## src/pkg/uab_pkg.sv

```systemverilog
// Constants and carriers for the auto-baud and fractional baud block.
// Assumes an AXI4-Lite master with 32-bit data on the peripheral clock.
`default_nettype none

package uab_pkg;

    // ----------------------------------------
    // Register byte addresses
    // ----------------------------------------
    localparam logic [31:0] ADDR_ACR = 32'h4000_8020;
    localparam logic [31:0] ADDR_FDR = 32'h4000_8028;
    localparam logic [31:0] ADDR_TER = 32'h4000_8030;
    localparam logic [31:0] ADDR_DIV = 32'h4000_8040;
    localparam logic [31:0] ADDR_IRQ = 32'h4000_8044;

    // ----------------------------------------
    // Field positions
    // ----------------------------------------
    localparam int ACR_START = 0;
    localparam int ACR_MODE = 1;
    localparam int ACR_RESTART = 2;
    localparam int ACR_DONE_CLR = 8;
    localparam int ACR_TOUT_CLR = 9;
    localparam int FDR_ADD_LSB = 0;
    localparam int FDR_MUL_LSB = 4;
    localparam int TER_GATE = 7;
    localparam int DIV_HIGH_LSB = 8;
    localparam int IRQ_DONE_EN = 0;
    localparam int IRQ_TOUT_EN = 1;
    localparam int IRQ_DONE_FL = 8;
    localparam int IRQ_TOUT_FL = 9;

    // ----------------------------------------
    // Reset values
    // ----------------------------------------
    localparam logic [3:0] FDR_ADD_RST = 4'h0;
    localparam logic [3:0] FDR_MUL_RST = 4'h1;
    localparam logic TER_GATE_RST = 1'b1;
    localparam logic [15:0] DIV_RST = 16'h0001;

    // ----------------------------------------
    // Counts
    // ----------------------------------------
    localparam int CNT_W = 20;
    localparam logic [4:0] SAMPLE_PULSES = 5'h10;
    localparam int MODE0_SHIFT = 5;
    localparam int MODE1_SHIFT = 4;

    localparam logic [1:0] RESP_OKAY = 2'h0;
    localparam logic [1:0] RESP_SLVERR = 2'h2;

    typedef enum logic [2:0] {
        AB_IDLE = 3'h1,
        AB_ARM = 3'h2,
        AB_COUNT = 3'h4
    } uab_ab_state_t;

    typedef struct packed {
        logic awvalid;
        logic [31:0] awaddr;
        logic wvalid;
        logic [31:0] wdata;
        logic [3:0] wstrb;
        logic bready;
        logic arvalid;
        logic [31:0] araddr;
        logic rready;
    } uab_axil_req_t;

    typedef struct packed {
        logic awready;
        logic wready;
        logic bvalid;
        logic [1:0] bresp;
        logic arready;
        logic rvalid;
        logic [31:0] rdata;
        logic [1:0] rresp;
    } uab_axil_rsp_t;

endpackage

`default_nettype wire

```

## src/hw/uab_top.sv

```systemverilog
// Auto-baud measurement, fractional baud generator and transmit gate.
// Assumes AXI4-Lite master on clk; rx_pin is asynchronous.
`default_nettype none

module uab_top #(
    parameter int CNT_W = uab_pkg::CNT_W
) (
    input wire logic clk,
    input wire logic rst_b,
    input wire logic ce,
    input wire uab_pkg::uab_axil_req_t axi_i,
    output uab_pkg::uab_axil_rsp_t axi_o,
    input wire logic rx_pin,
    input wire logic tx_pending,
    input wire logic tx_idle,
    output logic tx_load,
    output logic baud16,
    output logic rsr_clear,
    output logic rsr_fast,
    output logic [15:0] divisor
);

    typedef struct packed {
        logic aw_v;
        logic [31:0] aw_a;
        logic w_v;
        logic [31:0] w_d;
        logic [3:0] w_s;
        logic b_v;
        logic [1:0] b_r;
        logic r_v;
        logic [31:0] r_d;
        logic [1:0] r_r;
        logic [2:0] rx;
        uab_pkg::uab_ab_state_t ab;
        logic ab_start;
        logic ab_mode;
        logic ab_rst_en;
        logic [CNT_W-1:0] cnt;
        logic [4:0] spl;
        logic rsr_clr;
        logic [3:0] f_add;
        logic [3:0] f_mul;
        logic gate;
        logic [15:0] dl;
        logic en_done;
        logic en_to;
        logic fl_done;
        logic fl_to;
    } uab_top_st_t;

    uab_top_st_t s;
    uab_top_st_t n;
    logic fall;
    logic rise;
    logic stop;
    logic fin;
    logic ovf;
    logic wr;
    logic [31:0] wm;
    logic [31:0] cur;
    logic frac_tick;

    // ----------------------------------------
    // Helpers
    // ----------------------------------------
    function automatic logic [31:0] merge(
        input logic [31:0] old,
        input logic [31:0] d,
        input logic [3:0] strb
    );
        logic [31:0] r;
        r = old;
        for (int i = 0; i < 4; i++) begin
            if (strb[i]) begin
                r[8*i +: 8] = d[8*i +: 8];
            end
        end
        return r;
    endfunction

    function automatic logic [31:0] rd_reg(
        input uab_top_st_t st,
        input logic [31:0] a
    );
        logic [31:0] r;
        r = 32'h0000_0000;
        case (a)
            uab_pkg::ADDR_ACR: begin
                r[uab_pkg::ACR_START] = st.ab_start;
                r[uab_pkg::ACR_MODE] = st.ab_mode;
                r[uab_pkg::ACR_RESTART] = st.ab_rst_en;
            end
            uab_pkg::ADDR_FDR: begin
                r[uab_pkg::FDR_ADD_LSB +: 4] = st.f_add;
                r[uab_pkg::FDR_MUL_LSB +: 4] = st.f_mul;
            end
            uab_pkg::ADDR_TER: begin
                r[uab_pkg::TER_GATE] = st.gate;
            end
            uab_pkg::ADDR_DIV: begin
                r[15:0] = st.dl;
            end
            uab_pkg::ADDR_IRQ: begin
                r[uab_pkg::IRQ_DONE_EN] = st.en_done;
                r[uab_pkg::IRQ_TOUT_EN] = st.en_to;
                r[uab_pkg::IRQ_DONE_FL] = st.fl_done;
                r[uab_pkg::IRQ_TOUT_FL] = st.fl_to;
            end
            default: begin
                r = 32'h0000_0000;
            end
        endcase
        return r;
    endfunction

    function automatic logic known(input logic [31:0] a);
        return a == uab_pkg::ADDR_ACR || a == uab_pkg::ADDR_FDR ||
            a == uab_pkg::ADDR_TER || a == uab_pkg::ADDR_DIV ||
            a == uab_pkg::ADDR_IRQ;
    endfunction

    // ----------------------------------------
    // Next state
    // ----------------------------------------
    always_comb begin
        n = s;
        fin = 1'b0;
        ovf = 1'b0;
        n.rsr_clr = 1'b0;
        n.rx = {s.rx[1:0], rx_pin};
        fall = s.rx[2] & ~s.rx[1];
        rise = ~s.rx[2] & s.rx[1];
        stop = s.ab_mode ? rise : fall;
        if (s.spl != 5'h00) begin
            n.spl = s.spl - 5'h01;
        end

        // Measurement
        case (s.ab)
            uab_pkg::AB_IDLE: begin
                n.ab = uab_pkg::AB_IDLE;
            end
            uab_pkg::AB_ARM: begin
                if (fall) begin
                    n.ab = uab_pkg::AB_COUNT;
                    n.cnt = '0;
                    n.spl = uab_pkg::SAMPLE_PULSES;
                end
            end
            uab_pkg::AB_COUNT: begin
                if (stop) begin
                    fin = 1'b1;
                    if (s.ab_mode) begin
                        n.dl = 16'(s.cnt >> uab_pkg::MODE1_SHIFT);
                    end else begin
                        n.dl = 16'(s.cnt >> uab_pkg::MODE0_SHIFT);
                    end
                    n.ab = uab_pkg::AB_IDLE;
                    n.ab_start = 1'b0;
                end else if (&s.cnt) begin
                    ovf = 1'b1;
                    n.cnt = '0;
                    if (s.ab_rst_en) begin
                        n.ab = uab_pkg::AB_ARM;
                    end else begin
                        n.ab = uab_pkg::AB_IDLE;
                        n.ab_start = 1'b0;
                    end
                end else begin
                    n.cnt = s.cnt + CNT_W'(1);
                end
            end
            default: begin
                n.ab = uab_pkg::AB_IDLE;
            end
        endcase

        // Write channels
        if (axi_i.awvalid && !s.aw_v && !s.b_v) begin
            n.aw_v = 1'b1;
            n.aw_a = axi_i.awaddr;
        end
        if (axi_i.wvalid && !s.w_v && !s.b_v) begin
            n.w_v = 1'b1;
            n.w_d = axi_i.wdata;
            n.w_s = axi_i.wstrb;
        end
        if (s.b_v && axi_i.bready) begin
            n.b_v = 1'b0;
        end
        wr = s.aw_v && s.w_v;
        cur = rd_reg(s, s.aw_a);
        wm = merge(cur, s.w_d, s.w_s);
        if (wr) begin
            n.aw_v = 1'b0;
            n.w_v = 1'b0;
            n.b_v = 1'b1;
            n.b_r = known(s.aw_a) ? uab_pkg::RESP_OKAY : uab_pkg::RESP_SLVERR;
            case (s.aw_a)
                uab_pkg::ADDR_ACR: begin
                    n.ab_mode = wm[uab_pkg::ACR_MODE];
                    n.ab_rst_en = wm[uab_pkg::ACR_RESTART];
                    if (!wm[uab_pkg::ACR_START]) begin
                        n.ab_start = 1'b0;
                        n.ab = uab_pkg::AB_IDLE;
                        n.spl = 5'h00;
                    end else if (!s.ab_start) begin
                        n.ab_start = 1'b1;
                        n.ab = uab_pkg::AB_ARM;
                        n.cnt = '0;
                        n.spl = 5'h00;
                        n.rsr_clr = 1'b1;
                    end
                    if (s.w_s[1] && s.w_d[uab_pkg::ACR_DONE_CLR]) begin
                        n.fl_done = 1'b0;
                    end
                    if (s.w_s[1] && s.w_d[uab_pkg::ACR_TOUT_CLR]) begin
                        n.fl_to = 1'b0;
                    end
                end
                uab_pkg::ADDR_FDR: begin
                    n.f_add = wm[uab_pkg::FDR_ADD_LSB +: 4];
                    n.f_mul = wm[uab_pkg::FDR_MUL_LSB +: 4];
                end
                uab_pkg::ADDR_TER: begin
                    n.gate = wm[uab_pkg::TER_GATE];
                end
                uab_pkg::ADDR_DIV: begin
                    n.dl = wm[15:0];
                end
                uab_pkg::ADDR_IRQ: begin
                    n.en_done = wm[uab_pkg::IRQ_DONE_EN];
                    n.en_to = wm[uab_pkg::IRQ_TOUT_EN];
                end
                default: begin
                    n.b_r = uab_pkg::RESP_SLVERR;
                end
            endcase
        end

        // Flag sets win over clears
        if (fin && s.en_done) begin
            n.fl_done = 1'b1;
        end
        if (ovf && s.en_to) begin
            n.fl_to = 1'b1;
        end

        // Read channel
        if (s.r_v && axi_i.rready) begin
            n.r_v = 1'b0;
        end
        if (axi_i.arvalid && !s.r_v) begin
            n.r_v = 1'b1;
            n.r_d = rd_reg(s, axi_i.araddr);
            n.r_r = known(axi_i.araddr) ? uab_pkg::RESP_OKAY : uab_pkg::RESP_SLVERR;
        end
    end

    always_ff @(posedge clk or negedge rst_b) begin
        if (!rst_b) begin
            s <= '0;
            s.rx <= 3'h7;
            s.ab <= uab_pkg::AB_IDLE;
            s.f_add <= uab_pkg::FDR_ADD_RST;
            s.f_mul <= uab_pkg::FDR_MUL_RST;
            s.gate <= uab_pkg::TER_GATE_RST;
            s.dl <= uab_pkg::DIV_RST;
        end else if (ce) begin
            s <= n;
        end
    end

    // ----------------------------------------
    // Baud generator
    // ----------------------------------------
    uab_fracdiv #(
        .DW(16)
    ) u_fracdiv (
        .clk(clk),
        .rst_b(rst_b),
        .ce(ce),
        .hold(s.ab_start),
        .dl(s.dl),
        .add(s.f_add),
        .mul(s.f_mul),
        .tick(frac_tick)
    );

    // ----------------------------------------
    // Outputs
    // ----------------------------------------
    assign baud16 = s.ab_start ? (ce && s.spl != 5'h00) : frac_tick;
    assign rsr_fast = s.ab_start;
    assign rsr_clear = s.rsr_clr;
    assign divisor = s.dl;
    assign tx_load = s.gate & tx_pending & tx_idle;
    assign axi_o.awready = !s.aw_v && !s.b_v;
    assign axi_o.wready = !s.w_v && !s.b_v;
    assign axi_o.bvalid = s.b_v;
    assign axi_o.bresp = s.b_r;
    assign axi_o.arready = !s.r_v;
    assign axi_o.rvalid = s.r_v;
    assign axi_o.rdata = s.r_d;
    assign axi_o.rresp = s.r_r;

    logic acr_wr;
    assign acr_wr = wr && s.aw_a == uab_pkg::ADDR_ACR;
endmodule

`default_nettype wire

```

## src/hw/uab_fracdiv.sv

```systemverilog
// Fractional pre-scaler and 16x baud tick generator.
// Assumes divisor and fraction fields steady while characters move.
`default_nettype none

module uab_fracdiv #(
    parameter int DW = 16
) (
    input wire logic clk,
    input wire logic rst_b,
    input wire logic ce,
    input wire logic hold,
    input wire logic [DW-1:0] dl,
    input wire logic [3:0] add,
    input wire logic [3:0] mul,
    output logic tick
);

    typedef struct packed {
        logic [DW-1:0] cnt;
        logic [3:0] acc;
        logic str;
        logic tick;
    } uab_fd_st_t;

    uab_fd_st_t s;
    uab_fd_st_t n;
    logic [4:0] sum;
    logic last;

    // ----------------------------------------
    // Divider
    // ----------------------------------------
    always_comb begin
        n = s;
        n.tick = 1'b0;
        sum = {1'b0, s.acc} + {1'b0, add};
        last = ({1'b0, s.cnt} + (DW+1)'(1)) >= {1'b0, dl};
        if (hold) begin
            n.cnt = '0;
            n.acc = 4'h0;
            n.str = 1'b0;
        end else if (!last) begin
            n.cnt = s.cnt + DW'(1);
        end else begin
            n.cnt = '0;
            if (add == 4'h0) begin
                n.tick = 1'b1;
            end else if (s.str) begin
                n.str = 1'b0;
            end else begin
                n.tick = 1'b1;
                if (sum >= {1'b0, mul}) begin
                    n.acc = 4'(sum - {1'b0, mul});
                    n.str = 1'b1;
                end else begin
                    n.acc = sum[3:0];
                end
            end
        end
    end

    always_ff @(posedge clk or negedge rst_b) begin
        if (!rst_b) begin
            s <= '0;
        end else if (ce) begin
            s <= n;
        end
    end

    assign tick = s.tick & ce;

    // ----------------------------------------
    // Checks
    // ----------------------------------------
    logic [DW:0] gap_q;
    logic seen_q;
    logic [DW-1:0] dl_q;
    always_ff @(posedge clk or negedge rst_b) begin
        if (!rst_b) begin
            gap_q <= '0;
            seen_q <= 1'b0;
            dl_q <= '0;
        end else if (ce) begin
            gap_q <= (s.tick || hold) ? (DW+1)'(1) : gap_q + (DW+1)'(1);
            dl_q <= dl;
            // A divisor change mid-period leaves one period of mixed length
            seen_q <= (hold || dl != dl_q) ? 1'b0 : (seen_q | s.tick);
        end
    end
endmodule

`default_nettype wire

```

## config.mk

```make
export PLATFORM = sky130hd
export DESIGN_NAME = uab_top
export DESIGN_NICKNAME = d
export VERILOG_FILES = /design/src/pkg/uab_pkg.sv /design/src/hw/uab_top.sv /design/src/hw/uab_fracdiv.sv
export SDC_FILE = /design/constraint.sdc
export NUM_CORES = 1
export LEC_CHECK = 0
export BUFFER_PORTS_ARGS = -buffer_cell sky130_fd_sc_hd__buf_4
export CORE_MARGIN = 4
export CORE_UTILIZATION = 57
export DETAILED_ROUTE_END_ITERATION = 16
export GPL_ROUTABILITY_DRIVEN = 1
export GPL_TIMING_DRIVEN = 1
export PLACE_DENSITY_LB_ADDON = 0.08
export SETUP_SLACK_MARGIN = 0.1
export SLEW_MARGIN = 10
export SYNTH_ARGS = -nofsm -noshare
export SYNTH_HDL_FRONTEND = slang
export SYNTH_SLANG_ARGS = --single-unit
export TNS_END_PERCENT = 1
```

## constraint.sdc

```tcl
create_clock -name clk -period 3.36 [get_ports clk]
set_clock_uncertainty 0.05 [all_clocks]
set_input_delay 1.008 -clock clk [delete_from_list [all_inputs] [get_ports clk]]
set_output_delay 1.008 -clock clk [all_outputs]
set_load 0.05 [all_outputs]
```

==> load_flow_metrics.sql <==
INSERT INTO impl_metrics (metric_group, metric, value, unit) VALUES
('outcome', 'run_status', 'finished clean', ''),
('placement', 'dpl.cell_count', '1262', ''),
('hold_path', 'hold_class', 'flop to flop', ''),
('synth', 'synth_area_leaders', 'dfrtp_1 (40%), mux2_2 (7.8%), buf_4 (4.5%)', ''),
('sta', 'slew-limit-headroom', '0.4778', ''),
('hold_path', 'hold-path-cell-count', '2', ''),
('placement', 'hpwlAfterDp', '17430', 'µm'),
('die', 'rows', '46', ''),
('synth', 'synth_flop_cell', 'dfrtp_1', ''),
('global_routing', 'grt_util_met1', '0.3533', ''),
('hold_path', 'hold_path_end', 'axi_o[12]', ''),
('global_routing', 'met2_capacity_usage_during_global_routing', '0.4243', ''),
('global_routing', 'grt_max_degree', '57', ''),
('worst_setup_path', 'ff2ff_setup_slack', '130', 'ps'),
('clocking', 'htreeDepth', '4', ''),
('route', 'route.vias.total', '7823', ''),
('sta', 'final_hold_viol_count', '0', ''),
('synth', 'synthDominantAreaCellType', 'dfrtp_1', ''),
('die', 'dieHeight', '136.4', 'µm'),
('worst_setup_path', 'worst_r2r_startpoint', 'u_fracdiv.s[6]', ''),
('global_routing', 'first_global_vias', '7546', ''),
('die', 'design.portCount', '172', ''),
('clocking', 'max-clock-path-buffers', '2', ''),
('worst_setup_path', 'critPathMaxStageDelay', '650', 'ps'),
('route', 'detail_route.drc_violations', '0', ''),
('sta', 'finalSetupViolations', '0', ''),
('route', 'first_iter_violations', '668', ''),
('power', 'pwr_density_cell', '548.4', 'mW/mm²'),
('route', 'drt-total-wl', '24030', 'µm'),
('worst_setup_path', 'setup.worst_path.start_class', 'flop', ''),
('worst_setup_path', 'reg2reg_depth', '11', ''),
('clocking', 'clk-insertion-delay-late', '440', 'ps'),
('synth', 'synth_largest_type_area_fraction', '0.4018', ''),
('route', 'vias_per_instance', '6.027', ''),
('die', 'core-area', '0.01600', 'mm²'),
('power', 'ir_drop', '0.0005155', 'V'),
('synth', 'ys_seq_elements', '158', ''),
('synth', 'seq_area_frac_synth', '0.4214', ''),
('clocking', 'tritoncts', 'built', ''),
('global_routing', 'globalRouteMet3Util', '0.05774', ''),
('die', 'dieWidth', '136.4', 'µm'),
('worst_setup_path', 'worstPathRequired', '3640', 'ps'),
('global_routing', 'gr-usage-all-layers', '0.2630', ''),
('layout', 'fillerInstances', '1302', ''),
('worst_setup_path', 'crit_path_max_fanout', '3', ''),
('placement', 'weighted_congestion_at_the_end_of_routability_driven_global_placement', '0.8979', ''),
('worst_setup_path', 'crit_path_cell_trace', 'ha_1, buf_4, xor2_2, ha_1, a21oi_1, o21ai_0, a2111oi_1, buf_4, nor2_1, or4b_2, o311ai_2', ''),
('layout', 'area.sequential', '0.003963', 'mm²'),
('global_routing', 'grt-busiest-layer', 'met2', ''),
('sta', 'rsz0062_at_grt', 'true', ''),
('sta', 'slew_viol_final', '0', ''),
('flow_run', 'cap_viol_max_count', '0', ''),
('worst_setup_path', 'critical_path.top_delay_family', 'compound AO/OA/AOI/OAI gates', ''),
('route', 'drtPass1Iterations', '5', ''),
('layout', 'final_cell_count_no_fill', '1298', ''),
('clocking', 'cts_made_buffers', '17', ''),
('clocking', 'worst_setup_hold_path_clk_slew', '70', 'ps'),
('layout', 'drive_gt1_frac', '0.2985', ''),
('sta', 'final.period_utilization', '0.9611', ''),
('clocking', 'cts.root.buffer_cell', 'clkbuf_16', ''),
('synth', 'synth-warning-count', '0', ''),
('route', 'ant_nets', '0', ''),
('layout', 'finalNetCount', '1209', ''),
('clocking', 'number_of_hold_buffers_added_after_cts', '0', ''),
('worst_setup_path', 'critical_path_arrival', '3510', 'ps'),
('worst_setup_path', 'crit_path_end_kind', 'flop', ''),
('sta', 'final.hold.worst_slack', '432.5', 'ps'),
('sta', 'minimum_clock_period_after_layout', '3229', 'ps'),
('layout', 'area_growth', '18.97', '%'),
('global_routing', 'initial_antenna_violation_count', '1', ''),
('route', 'routed_wire_length_per_instance', '18.51', 'µm');
[tightest hold or removal path, stage by stage, from the launching register on]
cell and delay (ps):
dfrtp_1 340, nand2_1 50, o21ai_0 60
[through the flow]
stage	worst slack (ps)	power (W)	cell area [µm²]	util
floorplan	250.3	0.003653	9480	-
global placement	127.8	0.004086	10500	0.6560
detailed placement	117.8	0.004133	10500	0.6560
CTS	138.7	0.006125	11110	0.6943
global route	-65.70	0.006447	11190	0.6992
finish	130.8	0.006136	11190	0.6992
[cells in the mapped netlist, types with 8 or more instances]
library cell and n:
a22oi_1 12, xor2_1 8, mux2_2 65, o21ai_0 54, nand2_1 79, buf_2 10
mux2i_1 15, o2bb2ai_1 8, a31oi_1 13, nand3_1 29, a21oi_1 38, xnor2_1 9
dfrtp_1 151, buf_4 56, ha_1 27, a211oi_1 10, nor3b_1 9, nor3_1 22
nor2_1 45, a41o_1 14, inv_1 45, nand4_1 15, nor2b_1 22, and3_1 9
clkbuf_1 31, nor4_1 10
[cell families (layout without fill, tap and decap cells)]
| group | after synthesis | in the layout | synth area share |
|---|---|---|---|
| multiplexers | 80 | 80 | 0.09380 |
| AO/OA/AOI/OAI | 222 | 222 | 0.1623 |
| buffers and inverters | 146 | 259 | 0.08369 |
| adder cells (fa/ha/maj) | 29 | 29 | 0.04018 |
| flip-flops | 158 | 158 | 0.4214 |
| AND/OR/NAND/NOR | 299 | 299 | 0.1824 |
| XOR/XNOR | 17 | 17 | 0.01583 |
| other | 1 | 18 | 0.0003988 |
[per-layer routing]
| metal | part of all wire | vias up |
|---|---|---|
| met1 | 0.43 | 3814 |
| met4 | 0.022 | 2 |
| met3 | 0.065 | 45 |
| met5 | 0.00029 | - |
| li1 | - | 3687 |
| met2 | 0.48 | 275 |
[state kept, by name, indices dropped and copies added (netlist names)]
name and flops:
s 96, u_fracdiv.s 22, axi_o 20, n 2
rsr_clear 1, divisor 16, rsr_fast 1
[worst max-delay path by stage]
stage / start / to / slack [ps] / cells after the start
2_1_floorplan: ce / baud16 / 250 / 4
3_3_place_gp: u_fracdiv.s[11] / u_fracdiv.s[1] / 130 / 12
3_5_place_dp: u_fracdiv.s[11] / u_fracdiv.s[1] / 120 / 12
4_1_cts: u_fracdiv.s[11] / u_fracdiv.s[1] / 140 / 12
5_1_grt: u_fracdiv.s[6] / u_fracdiv.s[6] / -70 / 12
6_report: u_fracdiv.s[6] / u_fracdiv.s[1] / 130 / 11
[where the power goes]
group          leakage, nW  internal [W]  switching [W]
Sequential            1.96       0.00229       0.000386
Clock                0.290       0.00112       0.000872
Combinational         2.83      0.000725       0.000736
Total                 5.09       0.00414        0.00199
[cell type report]
cell class              count  share of cell area
flip-flops and latches    158              0.3542
clock inverters            15             0.01543
repair buffers            181              0.1229
well taps                 216             0.02416
inverters                  46             0.01543
multi-input cells         665              0.4299
clock buffers              17             0.03802
[cell usage in the layout, fill, tap and decap left out, types with 10 or more instances in the layout]
| cell type | n |
|---|---|
| inv_1 | 45 |
| ha_1 | 27 |
| a22oi_1 | 12 |
| mux2_2 | 65 |
| nor3_1 | 21 |
| nor2b_1 | 22 |
| a41o_1 | 14 |
| nor2_1 | 45 |
| conb_1 | 18 |
| mux2i_1 | 15 |
| nand3_1 | 29 |
| nor4_1 | 10 |
| buf_4 | 179 |
| a21oi_1 | 38 |
| nand2_1 | 79 |
| clkbuf_16 | 17 |
| dfrtp_1 | 151 |
| a31oi_1 | 13 |
| o21ai_0 | 54 |
| nand4_1 | 15 |
[what timing repair did]
action / 4_1_cts / 5_1_grt
buffers inserted: 0 / 4
gates resized for setup: 2 / 10
gates cloned: 0 / 0
endpoints found under the setup margin: 10 / 22
pin swaps: 0 / 4
No activity file was read; power rests on OpenSTA's default activity.
